`src/rtl/rbs_pkg.sv`:
```
// Shared constants and carrier types for the ramp bow, status and pulse-input block
package rbs_pkg;

	// ------------------------------------------------------------------
	// Register addresses
	// ------------------------------------------------------------------
	localparam logic [6:0] ADDR_MODE     = 7'h00;
	localparam logic [6:0] ADDR_XTARGET  = 7'h07;
	localparam logic [6:0] ADDR_BOW      = 7'h08;
	localparam logic [6:0] ADDR_STATUS   = 7'h0b;
	localparam logic [6:0] ADDR_SCALE    = 7'h0d;
	localparam logic [6:0] ADDR_WARN     = 7'h16;

	// ------------------------------------------------------------------
	// Field layouts and widths
	// ------------------------------------------------------------------
	localparam int MODE_W       = 10;
	localparam int MODE_FOLLOW  = 2;
	localparam int BOW_W        = 5;
	localparam logic [4:0] BOW_IDX_MAX = 5'h12;
	localparam int SCALE_W      = 16;
	localparam int SCALE_SIGN   = 15;
	localparam int FRAC_W       = 15;
	localparam int WARN_W       = 20;
	localparam int STAT_W       = 5;
	localparam int ST_POS       = 0;
	localparam int ST_VEL       = 1;
	localparam int ST_STILL     = 2;
	localparam int ST_WARN      = 4;

	// ------------------------------------------------------------------
	// Reset values and timing
	// ------------------------------------------------------------------
	localparam logic [MODE_W-1:0]  MODE_RST  = 10'h002;
	localparam logic [BOW_W-1:0]   BOW_RST   = 5'h00;
	localparam logic [SCALE_W-1:0] SCALE_RST = 16'h0000;
	localparam logic [WARN_W-1:0]  WARN_RST  = 20'h00000;
	localparam int JERK_PRESCALE = 1024;
	localparam int JERK_CNT_W    = 10;

	// Present ramp state delivered by the surrounding ramp generator
	typedef struct packed {
		logic signed [31:0] v_actual;
		logic signed [31:0] v_target;
		logic signed [31:0] v_max;
		logic signed [31:0] x_actual;
		logic signed [31:0] loop_err;
		logic               auto_ramp;
		logic               limit_stop;
	} rbs_ramp_t;

endpackage : rbs_pkg

```
`src/rtl/rbs_jerk.sv`:
```
// Bow shaping: steps present acceleration toward its limit at a fixed rate
`timescale 1ns/1ps
module rbs_jerk #(
	parameter int AW = 24
) (
	input  wire logic                         mclk_in,
	input  wire logic                         rst_in,
	input  wire logic [rbs_pkg::BOW_W-1:0]    bow_index_in,
	input  wire logic                         accel_phase_in,
	input  wire logic [AW-1:0]                a_max_in,
	input  wire logic [AW-1:0]                d_max_in,
	output logic      [AW-1:0]                a_actual_out
);

	// ------------------------------------------------------------------
	// Bow value decode
	// ------------------------------------------------------------------
	function automatic logic [AW-1:0] bow_value(input logic [rbs_pkg::BOW_W-1:0] idx);
		logic [rbs_pkg::BOW_W-1:0] k;
		k = (idx > rbs_pkg::BOW_IDX_MAX) ? rbs_pkg::BOW_IDX_MAX : idx;
		bow_value = '0;
		if (k != '0)
			bow_value = AW'(1) << (k - 5'h01);
	endfunction : bow_value

	logic [rbs_pkg::JERK_CNT_W-1:0] cnt_r;
	logic                           tick;
	logic [AW-1:0]                  limit;
	logic [AW-1:0]                  bow;

	assign tick  = (cnt_r == rbs_pkg::JERK_CNT_W'(rbs_pkg::JERK_PRESCALE - 1));
	assign limit = accel_phase_in ? a_max_in : d_max_in;
	assign bow   = bow_value(bow_index_in);

	// ------------------------------------------------------------------
	// Prescaler and acceleration stepping
	// ------------------------------------------------------------------
	always_ff @(posedge mclk_in)
	begin
		if (rst_in)
			cnt_r <= '0;
		else
			cnt_r <= cnt_r + 10'h001;
	end

	always_ff @(posedge mclk_in)
	begin
		if (rst_in)
			a_actual_out <= '0;
		else if (bow_index_in == '0)
			a_actual_out <= limit;
		else if (tick)
		begin
			// Limit lowered below present value snaps down; no overshoot
			if (a_actual_out >= limit || (limit - a_actual_out) <= bow)
				a_actual_out <= limit;
			else
				a_actual_out <= a_actual_out + bow;
		end
	end

	// ------------------------------------------------------------------
	// Checks
	// ------------------------------------------------------------------
	chk_trap_instant: assert property (@(posedge mclk_in) disable iff (rst_in)
		bow_index_in == '0 |=> a_actual_out == $past(limit))
		else $error("trapezoid mode did not follow limit");
	chk_bow_period: assert property (@(posedge mclk_in) disable iff (rst_in)
		(!tick && bow_index_in != '0) |=> $stable(a_actual_out))
		else $error("acceleration changed off the prescaler tick");
	chk_bow_increment: assert property (@(posedge mclk_in) disable iff (rst_in)
		(tick && bow_index_in != '0 && a_actual_out < limit && (limit - a_actual_out) > bow)
		|=> a_actual_out == $past(a_actual_out) + $past(bow))
		else $error("acceleration step is not the bow value");
	cov_bow_reach: cover property (@(posedge mclk_in) disable iff (rst_in)
		bow_index_in != '0 && tick && a_actual_out != limit ##1 a_actual_out == limit);

endmodule : rbs_jerk

```
`src/rtl/rbs_top.sv`:
```
// Ramp bow setting, status flags and scaled step/direction input
//
// Behaviour
// - Bow index zero gives trapezoid ramps with acceleration jumping straight to its limit.
// - Bow index 1 to 18 uses a bow value of two to the power of index minus one.
// - The bow value is added to acceleration every 1024 clocks up to the accel or decel limit.
// - Status bit 0 is set when stopped at the target position or at a position limit.
// - Status bit 1 is set when speed equals target speed, or the ceiling in auto ramps.
// - Status bit 2 is set whenever present speed is zero.
// - Status bit 4 flags encoder deviation above threshold; bit 3 reads zero.
// - Each step pulse moves the target by (increment field plus one) over two to the 15th.
// - Scaling bit 15 chooses whether positive direction counts the target up or down.
// - Step and direction are ignored unless mode bit 2 is set.
// - The warning compares absolute loop error strictly greater than the threshold at 0x16.
`timescale 1ns/1ps
module rbs_top #(
	parameter int AW = 24
) (
	input  wire logic                         mclk_in,
	input  wire logic                         rst_in,
	input  wire logic                         reg_wr_in,
	input  wire logic                         reg_rd_in,
	input  wire logic [6:0]                   reg_addr_in,
	input  wire logic [31:0]                  reg_wdata_in,
	output logic      [31:0]                  reg_rdata_out,
	input  wire logic                         step_in,
	input  wire logic                         dir_in,
	input  wire rbs_pkg::rbs_ramp_t           ramp_in,
	input  wire logic                         accel_phase_in,
	input  wire logic [AW-1:0]                a_max_in,
	input  wire logic [AW-1:0]                d_max_in,
	output logic      [AW-1:0]                a_actual_out,
	output logic signed [31:0]                x_target_out,
	output logic      [rbs_pkg::STAT_W-1:0]   status_out,
	output logic      [rbs_pkg::MODE_W-1:0]   mode_out
);

	function automatic logic [31:0] abs32(input logic signed [31:0] v);
		abs32 = v[31] ? 32'(-v) : 32'(v);
	endfunction : abs32

	logic [rbs_pkg::BOW_W-1:0]   bow_r;
	logic [rbs_pkg::SCALE_W-1:0] scale_r;
	logic [rbs_pkg::WARN_W-1:0]  warn_r;
	logic [rbs_pkg::FRAC_W-1:0]  frac_r;
	logic                        step_d_r;
	logic                        step_edge;
	logic                        step_take;
	logic                        count_up;
	logic [rbs_pkg::SCALE_W-1:0] inc;
	logic [46:0]                 acc_now;
	logic [46:0]                 acc_nxt;
	logic [rbs_pkg::STAT_W-1:0]  status_nxt;
	logic                        wr_xt;

	// ------------------------------------------------------------------
	// Register writes
	// ------------------------------------------------------------------
	always_ff @(posedge mclk_in)
	begin
		if (rst_in)
		begin
			mode_out <= rbs_pkg::MODE_RST;
			bow_r    <= rbs_pkg::BOW_RST;
			scale_r  <= rbs_pkg::SCALE_RST;
			warn_r   <= rbs_pkg::WARN_RST;
		end
		else if (reg_wr_in)
		begin
			if (reg_addr_in == rbs_pkg::ADDR_MODE)
				mode_out <= reg_wdata_in[rbs_pkg::MODE_W-1:0];
			else if (reg_addr_in == rbs_pkg::ADDR_BOW)
				bow_r <= reg_wdata_in[rbs_pkg::BOW_W-1:0];
			else if (reg_addr_in == rbs_pkg::ADDR_SCALE)
				scale_r <= reg_wdata_in[rbs_pkg::SCALE_W-1:0];
			else if (reg_addr_in == rbs_pkg::ADDR_WARN)
				warn_r <= reg_wdata_in[rbs_pkg::WARN_W-1:0];
		end
	end

	// ------------------------------------------------------------------
	// Jerk shaping
	// ------------------------------------------------------------------
	rbs_jerk #(
		.AW (AW)
	) u_jerk (
		.mclk_in        (mclk_in),
		.rst_in         (rst_in),
		.bow_index_in   (bow_r),
		.accel_phase_in (accel_phase_in),
		.a_max_in       (a_max_in),
		.d_max_in       (d_max_in),
		.a_actual_out   (a_actual_out)
	);

	// ------------------------------------------------------------------
	// Step/direction follower
	// ------------------------------------------------------------------
	assign wr_xt     = reg_wr_in && reg_addr_in == rbs_pkg::ADDR_XTARGET;
	assign step_edge = step_in && !step_d_r;
	assign step_take = step_edge && mode_out[rbs_pkg::MODE_FOLLOW];
	assign count_up  = dir_in ^ scale_r[rbs_pkg::SCALE_SIGN];
	assign inc       = {1'b0, scale_r[rbs_pkg::FRAC_W-1:0]} + 16'h0001;
	assign acc_now   = {x_target_out, frac_r};
	assign acc_nxt   = count_up ? acc_now + {31'h0, inc} : acc_now - {31'h0, inc};

	always_ff @(posedge mclk_in)
	begin
		if (rst_in)
			step_d_r <= 1'b0;
		else
			step_d_r <= step_in;
	end

	// Host write wins over a coincident pulse and restarts the fraction
	always_ff @(posedge mclk_in)
	begin
		if (rst_in)
		begin
			x_target_out <= '0;
			frac_r       <= '0;
		end
		else if (wr_xt)
		begin
			x_target_out <= reg_wdata_in;
			frac_r       <= '0;
		end
		else if (step_take)
		begin
			x_target_out <= acc_nxt[46:rbs_pkg::FRAC_W];
			frac_r       <= acc_nxt[rbs_pkg::FRAC_W-1:0];
		end
	end

	// ------------------------------------------------------------------
	// Status flags
	// ------------------------------------------------------------------
	always_comb
	begin
		status_nxt = '0;
		status_nxt[rbs_pkg::ST_STILL] = (ramp_in.v_actual == 32'sh0);
		status_nxt[rbs_pkg::ST_POS] = (ramp_in.v_actual == 32'sh0) &&
			(ramp_in.x_actual == x_target_out || ramp_in.limit_stop);
		status_nxt[rbs_pkg::ST_VEL] = ramp_in.auto_ramp ?
			(ramp_in.v_actual == ramp_in.v_max) :
			(ramp_in.v_actual == ramp_in.v_target);
		status_nxt[rbs_pkg::ST_WARN] =
			abs32(ramp_in.loop_err) > {12'h000, warn_r};
	end

	always_ff @(posedge mclk_in)
	begin
		if (rst_in)
			status_out <= '0;
		else
			status_out <= status_nxt;
	end

	// ------------------------------------------------------------------
	// Register reads
	// ------------------------------------------------------------------
	always_ff @(posedge mclk_in)
	begin
		if (rst_in)
			reg_rdata_out <= '0;
		else if (reg_rd_in)
		begin
			if (reg_addr_in == rbs_pkg::ADDR_STATUS)
				reg_rdata_out <= {27'h0, status_out};
			else if (reg_addr_in == rbs_pkg::ADDR_MODE)
				reg_rdata_out <= {22'h0, mode_out};
			else if (reg_addr_in == rbs_pkg::ADDR_XTARGET)
				reg_rdata_out <= x_target_out;
			else
				reg_rdata_out <= '0;
		end
	end

	// ------------------------------------------------------------------
	// Checks
	// ------------------------------------------------------------------
	chk_follow_gate: assert property (@(posedge mclk_in) disable iff (rst_in)
		(!mode_out[rbs_pkg::MODE_FOLLOW] && !wr_xt) |=> $stable(x_target_out))
		else $error("target moved with pulse follow disabled");
	chk_step_scale: assert property (@(posedge mclk_in) disable iff (rst_in)
		(step_take && !wr_xt && count_up) |=>
		{x_target_out, frac_r} == $past(acc_now) + {31'h0, $past(inc)})
		else $error("step did not add scaled increment");
	chk_step_down: assert property (@(posedge mclk_in) disable iff (rst_in)
		(step_take && !wr_xt && !count_up) |=>
		{x_target_out, frac_r} == $past(acc_now) - {31'h0, $past(inc)})
		else $error("step did not count down");
	chk_still_flag: assert property (@(posedge mclk_in) disable iff (rst_in)
		ramp_in.v_actual == 32'sh0 |=> status_out[rbs_pkg::ST_STILL])
		else $error("standstill flag missing");
	chk_pos_flag: assert property (@(posedge mclk_in) disable iff (rst_in)
		ramp_in.v_actual != 32'sh0 |=> !status_out[rbs_pkg::ST_POS])
		else $error("position flag set while moving");
	chk_vel_flag: assert property (@(posedge mclk_in) disable iff (rst_in)
		(!ramp_in.auto_ramp && ramp_in.v_actual == ramp_in.v_target)
		|=> status_out[rbs_pkg::ST_VEL])
		else $error("velocity flag missing");
	chk_warn_flag: assert property (@(posedge mclk_in) disable iff (rst_in)
		!$past(rst_in) |->
		status_out[rbs_pkg::ST_WARN] == $past(abs32(ramp_in.loop_err) > {12'h000, warn_r}))
		else $error("deviation warning wrong");
	chk_reserved_bit: assert property (@(posedge mclk_in) disable iff (rst_in)
		reg_rd_in && reg_addr_in == rbs_pkg::ADDR_STATUS |=> reg_rdata_out[31:3] ==
		{27'h0, $past(status_out[rbs_pkg::ST_WARN]), 1'b0})
		else $error("status read shows reserved bits");
	cov_step_follow: cover property (@(posedge mclk_in) disable iff (rst_in)
		step_take ##[2:8] step_take);
	cov_warn_raise: cover property (@(posedge mclk_in) disable iff (rst_in)
		!status_out[rbs_pkg::ST_WARN] ##1 status_out[rbs_pkg::ST_WARN]);
	cov_pos_reach: cover property (@(posedge mclk_in) disable iff (rst_in)
		$rose(status_out[rbs_pkg::ST_POS]));

endmodule : rbs_top

```
`config.mk`:
```
export PLATFORM = sky130hd
export DESIGN_NAME = rbs_top
export DESIGN_NICKNAME = d
export VERILOG_FILES = /design/src/rtl/rbs_pkg.sv /design/src/rtl/rbs_jerk.sv /design/src/rtl/rbs_top.sv
export SDC_FILE = /design/constraint.sdc
export NUM_CORES = 1
export LEC_CHECK = 0
export ABC_AREA = 1
export BUFFER_PORTS_ARGS = -buffer_cell sky130_fd_sc_hd__buf_4
export CAP_MARGIN = 25
export CORE_ASPECT_RATIO = 0.5
export CORE_MARGIN = 1.5
export CORE_UTILIZATION = 60
export CTS_CLUSTER_SIZE = 20
export DETAILED_ROUTE_END_ITERATION = 7
export PLACE_DENSITY_LB_ADDON = 0.08
export SLEW_MARGIN = 20
export SYNTH_ARGS = -nofsm -noshare
export SYNTH_HDL_FRONTEND = slang
export SYNTH_SLANG_ARGS = --single-unit
```
`constraint.sdc`:
```
create_clock -name mclk_in -period 12.3 [get_ports mclk_in]
set_clock_uncertainty 0.1 [all_clocks]
set_input_delay 2.46 -clock mclk_in [delete_from_list [all_inputs] [get_ports mclk_in]]
set_output_delay 2.46 -clock mclk_in [all_outputs]
set_load 0.01 [all_outputs]
```
==> flow_summary.yaml, run 1 <==
detailed_routing:
  drc_errors: 0
  dr.pass1.iters: 6
  drt_wl_total_um: 58000
  dr.first_iter.drc_count: 1989
  antenna_left: 0
  via_count: 19200
  viasPerCell: 5.78
  routedWlPerCell_um: 17.5
timing:
  maxSlewHeadroom_pct: 27.7
  clock.fmax_mhz: 143
  rsz0062_at_grt: "false"
  slew_viol_final: 0
  worst_slew_pin_slew_ns: 1.07
  final.min_clock_period_ns: 7.01
  setup_tns_ns: 0
  setup_viol: 0
  setup_slack_ns: 5.29
  hold_ws_ns: 0.367
  post-route-period-util_pct: 57.0
  hold_viol: 0
worst_setup_path:
  crit_family: "simple AND/OR/NAND/NOR gates"
  crit_path_start_kind: "input pin"
  critical_path.max_fanout: 46
  worst-path-buf-inv: 4
  cp.arrival_ns: 7.29
  crit_top_cell: "nand2_1"
  slowest_delay_ns: 0.42
  critPathSlowestCell: "nor4_1"
  path_class: "input pin to register"
  crit_required_ns: 12.58
  end_kind: "register"
logic_synthesis:
  synthMuxAreaShare_pct: 2.04
  synth_edf_count: 0
  synth_xor_area_share_pct: 7.84
  synthAdderAreaFrac_pct: 10.9
  syn_area_um2: 16500
  netlist_instances: 2619
  ys_ff_latch: 169
  syn_avg_cell_area_um2: 6.31
  yosys.area_share.simple_pct: 27.2
  synth_compound_gate_area_share_pct: 21.0
  ys.flop_type: "dfxtp_1"
  ys_types: 62
  yosysSeqAreaShare_pct: 20.5
  yosysWarnings: 0
  synth_top_family_by_area: "simple AND/OR/NAND/NOR gates"
  async_reset_ff_share_pct: 0
pwr:
  switchingPower_mw: 0.537
  p_clk_share_pct: 35.6
  p_leak_nw: 9.84
  power_frac_comb_pct: 29.0
  ir_drop_uv: 86.9
  finalPower_mw: 1.60
  p_seq_share_pct: 35.4
  internal-power_mw: 1.06
  switching_share_pct: 33.5
  power_density_nw_per_um2: 79.6
layout:
  n_fill_cell: 2212
  final_cell_area_um2: 20100
  finalNetCount: 3347
  final_cells: 3320
  fin_util_pct: 75.2
  syn_to_final_growth_pct: 21.7
  drive_above_1_share_pct: 15.8
clock_tree:
  root_buffer: "clkbuf_16"
  clock_latency_ns: 0.46
  post_cts_resized: 0
  cts_tree: "done"
  cts_sinks: 169
  cts_setup_buffers: 0
  clk_pin_slew_worst_paths_ns: 0.07
  cts.path.max_buffers: 2
  cts_hold_buf: 0
  numCtsBuffers: 17
  cts_max_level: 4
floorplan:
  coreArea_um2: 26700
  rows: 42
  fp.dieH_um: 120
  start_util_pct: 61.8
  ioPinCount: 359
  die_area_um2: 28600
  fp.dieW_um: 238
grt:
  grt_usage_pct: 39.6
  grt_max_degree: 68
  grt_pass1_wl_um: 89900
  grt-ovfl-total: 0
  first_global_vias: 17900
  antenna_found_initial: 7
run:
  maxCapViolCount: 0
placed_design:
  dp_cells: 3280
  place_congestion: 1.03
  dp_slack_ns: 4.96
  place_hpwl_um: 46300
  placed_cell_area_um2: 19500
  portBuffers: 357
outcome:
  status: "completed"
worst_hold_path:
  hp-class: "register to register"
-- synth_stat cells (all sizes together), types with 6 or more instances --
| cell type | instances | area share (%) |
|---|---|---|
| nand2 | 551 | 13 |
| inv | 386 | 8.8 |
| a21oi | 287 | 8.8 |
| nor2 | 245 | 5.8 |
| o21ai | 199 | 6.1 |
| dfxtp | 169 | 20 |
| ha | 139 | 11 |
| nand3 | 119 | 3.6 |
| xor2 | 94 | 5.0 |
| xnor2 | 54 | 2.9 |
| clkbuf | 50 | 1.1 |
| nor3 | 50 | 1.7 |
| nand4 | 37 | 1.4 |
| a31oi | 33 | 1.2 |
| mux2i | 28 | 1.7 |
| nor4 | 27 | 1.1 |
| o211ai | 20 | 0.91 |
| buf | 15 | 0.59 |
| a21o | 13 | 0.59 |
| o21a | 13 | 0.59 |
| o21bai | 13 | 0.59 |
| or2 | 13 | 0.49 |
| a21boi | 7 | 0.36 |
| and2 | 6 | 0.23 |
-- power groups by stage --
stage,clock (mW),combinational [mW],sequential [mW]
6_report,0.570,0.464,0.567
3_5_place_dp,0,0.450,0.578
3_3_place_gp,0,0.441,0.579
2_1_floorplan,0,0.288,0.578
4_1_cts,0.569,0.454,0.566
5_1_grt,0.590,0.517,0.567
-- worst paths after layout --
| kind | start | to | slack [ns] | depth (start not counted) |
|---|---|---|---|---|
| max | accel_phase_in | u_jerk.a_actual_out[13] | 5.29 | 28 |
| min | reg_rdata_out[28] | reg_rdata_out[28] | 0.37 | 2 |
| max reg2reg | scale_r[1] | x_target_out[14] | 7.14 | 29 |
| min reg2reg | reg_rdata_out[28] | reg_rdata_out[28] | 0.37 | 2 |
-- area by class of cell --
cell class / count / area [um2] / share of cell area (%)
tap: 352 / 440 / 2.19
clock buffer: 18 / 439 / 2.18
clock inverter: 13 / 160 / 0.796
timing repair buffer: 366 / 2770 / 13.8
multi-input combinational: 2008 / 11500 / 57.0
inverter: 387 / 1450 / 7.22
sequential: 169 / 3380 / 16.8
antenna: 7 / 17.5 / 0.0871
-- per-layer routing --
metal	wire length, um	vias to the layer above	global-route usage, %	share of wire [%]
li1	-	9381	-	-
met1	23100	8660	47.9	40
met2	26900	962	66.7	46
met3	5080	198	8.24	8.8
met4	2870	0	20.6	5.0
met5	0	-	0	0
-- cell families after synthesis --
logic type                 Yosys count
buffers and inverters              452
AOI/OAI and AO/OA                  621
DFF                                169
and+or+nand+nor                   1052
adders and majority gates          142
other                                2
muxes                               33
xor gates and xnor gates           148
-- state kept, by name, summed over array words and instances (netlist names) --
register / count
bow_r: 5
frac_r: 15
mode_out: 10
reg_rdata_out: 32
scale_r: 16
status_out: 4
step_d_r: 1
u_jerk.a_actual_out: 24
u_jerk.cnt_r: 10
warn_r: 20
x_target_out: 32
-- layout by cell type, fill, tap and decap left out, drive strengths merged, types with 27 or more instances in the layout --
cell and count:
nand2 551, inv 391, buf 366, a21oi 287, nor2 245, o21ai 199, dfxtp 169, ha 139
nand3 119, xor2 94, xnor2 54, nor3 50, nand4 37, a31oi 33, mux2i 28, nor4 27
-- worst register-to-register path: cells and delay by family, from the launching register on --
kind | cells | cell delay, ns
buffers and inverters | 4 | 0.34
and+or+nand+nor | 17 | 2.47
xor gates and xnor gates | 2 | 0.46
DFF | 1 | 0.44
adders and majority gates | 3 | 0.91
AOI/OAI and AO/OA | 3 | 0.35
(Power assumes the default switching activity.)
==> inputs of run 2 (changes only) <==
--- a/config.mk
+++ b/config.mk
@@ -5,12 +5,12 @@
 export SDC_FILE = /design/constraint.sdc
 export NUM_CORES = 1
 export LEC_CHECK = 0
-export ABC_AREA = 1
+export ABC_AREA = 0
 export BUFFER_PORTS_ARGS = -buffer_cell sky130_fd_sc_hd__buf_4
 export CAP_MARGIN = 25
 export CORE_ASPECT_RATIO = 0.5
 export CORE_MARGIN = 1.5
-export CORE_UTILIZATION = 60
+export CORE_UTILIZATION = 56
 export CTS_CLUSTER_SIZE = 20
 export DETAILED_ROUTE_END_ITERATION = 7
 export PLACE_DENSITY_LB_ADDON = 0.08
==> constraint.sdc (replaced) <==
create_clock -name mclk_in -period 7 [get_ports mclk_in]
set_clock_uncertainty 0.1 [all_clocks]
set_input_delay 1.4 -clock mclk_in [delete_from_list [all_inputs] [get_ports mclk_in]]
set_output_delay 1.4 -clock mclk_in [all_outputs]
set_load 0.01 [all_outputs]
==> flow_summary.yaml, run 2 <==
layout:
  layout_common_cells: "buf_4 (371), nand2_1 (206), nor2_1 (193)"
  syn_to_final_growth_pct: 22.6
  reg_top3: "reg_rdata_out x32, x_target_out x32, u_jerk.a_actual_out x24"
  final_cells: 2750
  final_cell_area_um2: 19200
  fin_util_pct: 69.7
  final_common_cell: "buf_4"
  drive_above_1_share_pct: 19.4
  antennaDiodeCount: 0
  multi_input_area_um2: 11500
  regArea_um2: 3380
  finalNetCount: 2753
  n_fill_cell: 2378
pwr:
  p_leak_nw: 8.46
  ir_drop_uv: 207
  power_frac_comb_pct: 26.4
  switchingPower_mw: 0.865
  internal-power_mw: 2.02
  p_clk_share_pct: 39.0
  power_density_nw_per_um2: 150
  switching_share_pct: 30.0
  finalPower_mw: 2.89
  p_seq_share_pct: 34.5
worst_hold_path:
  min_to: "u_jerk.cnt_r[0]"
  hold_path_depth: 1
  min-delay-start: "u_jerk.cnt_r[0]"
  hp-class: "register to register"
floorplan:
  coreArea_um2: 27600
  fp.dieW_um: 240
  fp.dieH_um: 121
  start_util_pct: 56.8
  die_area_um2: 29100
  rows: 43
  ioPinCount: 359
worst_setup_path:
  worst-path-buf-inv: 2
  cp.arrival_ns: 6.63
  crit_chain: "buf_4 -> mux2_2 -> ha_1 -> nor2b_1 -> o21ai_0 -> a21boi_0 -> o21ai_0 -> o21ai_0 -> a21oi_2 -> o211ai_1 -> a31o_2 -> a21oi_1 -> xnor2_1 -> ha_1 -> nand4_1 -> nor2_1 -> and3_1 -> nand2_1 -> a211o_1 -> a2111o_1 -> buf_4 -> mux2_2 -> a22oi_1 -> nor2_1"
  path_class: "input pin to register"
  critical_path.max_fanout: 39
  crit_required_ns: 7.21
  rrSetupSlack_ns: 0.83
  critPathSlowestCell: "a2111o_1"
  crit_path_start_kind: "input pin"
  r2r_start: "scale_r[0]"
  r2r_cells: 19
  crit_family: "compound AO/OA/AOI/OAI gates"
  r2r-end: "x_target_out[30]"
  end_kind: "register"
  slowest_delay_ns: 0.40
  crit_top_cell: "o21ai_0"
timing:
  slew_viol_final: 0
  setup_tns_ns: 0
  hold_viol: 0
  maxSlewHeadroom_pct: 38.2
  hold_ws_ns: 0.352
  post-route-period-util_pct: 91.6
  rsz0062_at_grt: "false"
  clock.fmax_mhz: 156
  worst_slew_pin_slew_ns: 0.926
  setup_slack_ns: 0.586
  final.min_clock_period_ns: 6.41
  setup_viol: 0
logic_synthesis:
  yosys.area_share.simple_pct: 21.1
  synth_top_area_share_pct: 21.6
  synth_top_family_by_area: "compound AO/OA/AOI/OAI gates"
  synthAdderAreaFrac_pct: 11.5
  synth_xor_area_share_pct: 11.0
  yosysWarnings: 0
  ys.flop_type: "dfxtp_1"
  synth_edf_count: 0
  yosysSeqAreaShare_pct: 21.6
  syn_area_um2: 15700
  ys_types: 85
  yosys.area.top_type: "dfxtp_1"
  yosys-top-cells-area: "dfxtp_1 (22%), ha_1 (11%), xnor2_1 (7.9%)"
  synthMuxAreaShare_pct: 6.26
  ys_ff_latch: 169
  async_reset_ff_share_pct: 0
  synthTopCellsByCount: "nand2_1 (206), nor2_1 (193), a21oi_1 (192)"
  netlist_instances: 2063
  synth_compound_gate_area_share_pct: 23.2
  syn_avg_cell_area_um2: 7.60
  synth.most_common_cell: "nand2_1"
placed_design:
  dp_slack_ns: 0.0957
  portBuffers: 357
  place_hpwl_um: 40400
  dp_cells: 2718
  place_congestion: 1.01
  placed_cell_area_um2: 18500
grt:
  grt-ovfl-total: 0
  grt_usage_pct: 35.0
  grt_max_degree: 83
  antenna_found_initial: 0
  first_global_vias: 14600
  grt_pass1_wl_um: 79200
clock_tree:
  clk_pin_slew_worst_paths_ns: 0.08
  root_buffer: "clkbuf_16"
  numCtsBuffers: 17
  cts_sinks: 169
  cts_setup_buffers: 0
  cts.path.max_buffers: 2
  clock_latency_ns: 0.45
  cts_max_level: 4
  cts_tree: "done"
detailed_routing:
  dr.pass1.iters: 6
  drt_wl_total_um: 51800
  antenna_left: 0
  wl_met1_um: 23500
  highest_layer: "met4"
  routed-wl-met3_um: 3810
  dr.first_iter.drc_count: 1472
  viasPerCell: 5.92
  dr_wl_met2_um: 23000
  drc_errors: 0
  via_count: 16300
  routedWlPerCell_um: 18.8
run:
  maxCapViolCount: 0
outcome:
  status: "completed"
[run 2: cell count changes after synthesis, moves of 45 or more]
cell and delta:
inv_1 -279, a211oi_1 +45, xnor2_1 +87, a21oi_1 -92, o21ai_0 -119, nand2_1 -337, nand3_1 -53
[run 2: kinds of logic after synthesis]
family / count (synthesis)
and+or+nand+nor: 696
adders and majority gates: 142
muxes: 95
other: 2
AOI/OAI and AO/OA: 558
xor gates and xnor gates: 195
DFF: 169
buffers and inverters: 206
[run 2: how the worst max path moves through the flow]
stage | startpoint | end | slack [ns] | depth (start not counted)
after floorplan | accel_phase_in | u_jerk.a_actual_out[4] | 0.53 | 24
after global placement | accel_phase_in | u_jerk.a_actual_out[6] | 0.20 | 24
after detailed placement | accel_phase_in | u_jerk.a_actual_out[6] | 0.1 | 24
after CTS | accel_phase_in | u_jerk.a_actual_out[6] | 0.54 | 24
after global routing | accel_phase_in | u_jerk.a_actual_out[23] | 0.07 | 24
final | accel_phase_in | u_jerk.a_actual_out[6] | 0.59 | 24
[run 2: power by group through the flow]
stage,clock network (mW),logic [mW],registers [mW]
floorplan,0,0.467,1.02
global placement,0,0.737,1.02
detailed placement,0,0.744,1.02
CTS,1.13,0.753,0.997
global route,1.18,0.845,0.999
finish,1.13,0.763,0.997
[run 2: per-layer routing]
| layer | track usage (%) | vias to the layer above |
|---|---|---|
| li1 | - | 7979 |
| met1 | 49.0 | 7618 |
| met2 | 54.5 | 583 |
| met3 | 6.07 | 87 |
| met4 | 10.7 | 0 |
| met5 | 0 | - |
[run 2: what timing repair did]
item	4_1_cts	5_1_grt
hold buffers	0	0
resized for setup	0	1
setup endpoints to repair	0	1
[run 2: cell type report]
class / count / area share (%)
clock buffers: 17 / 2.21
multi-input cells: 1698 / 59.9
inverters: 97 / 1.89
well taps: 382 / 2.49
repair buffers: 372 / 14.6
flip-flops and latches: 169 / 17.6
clock inverters: 15 / 1.36
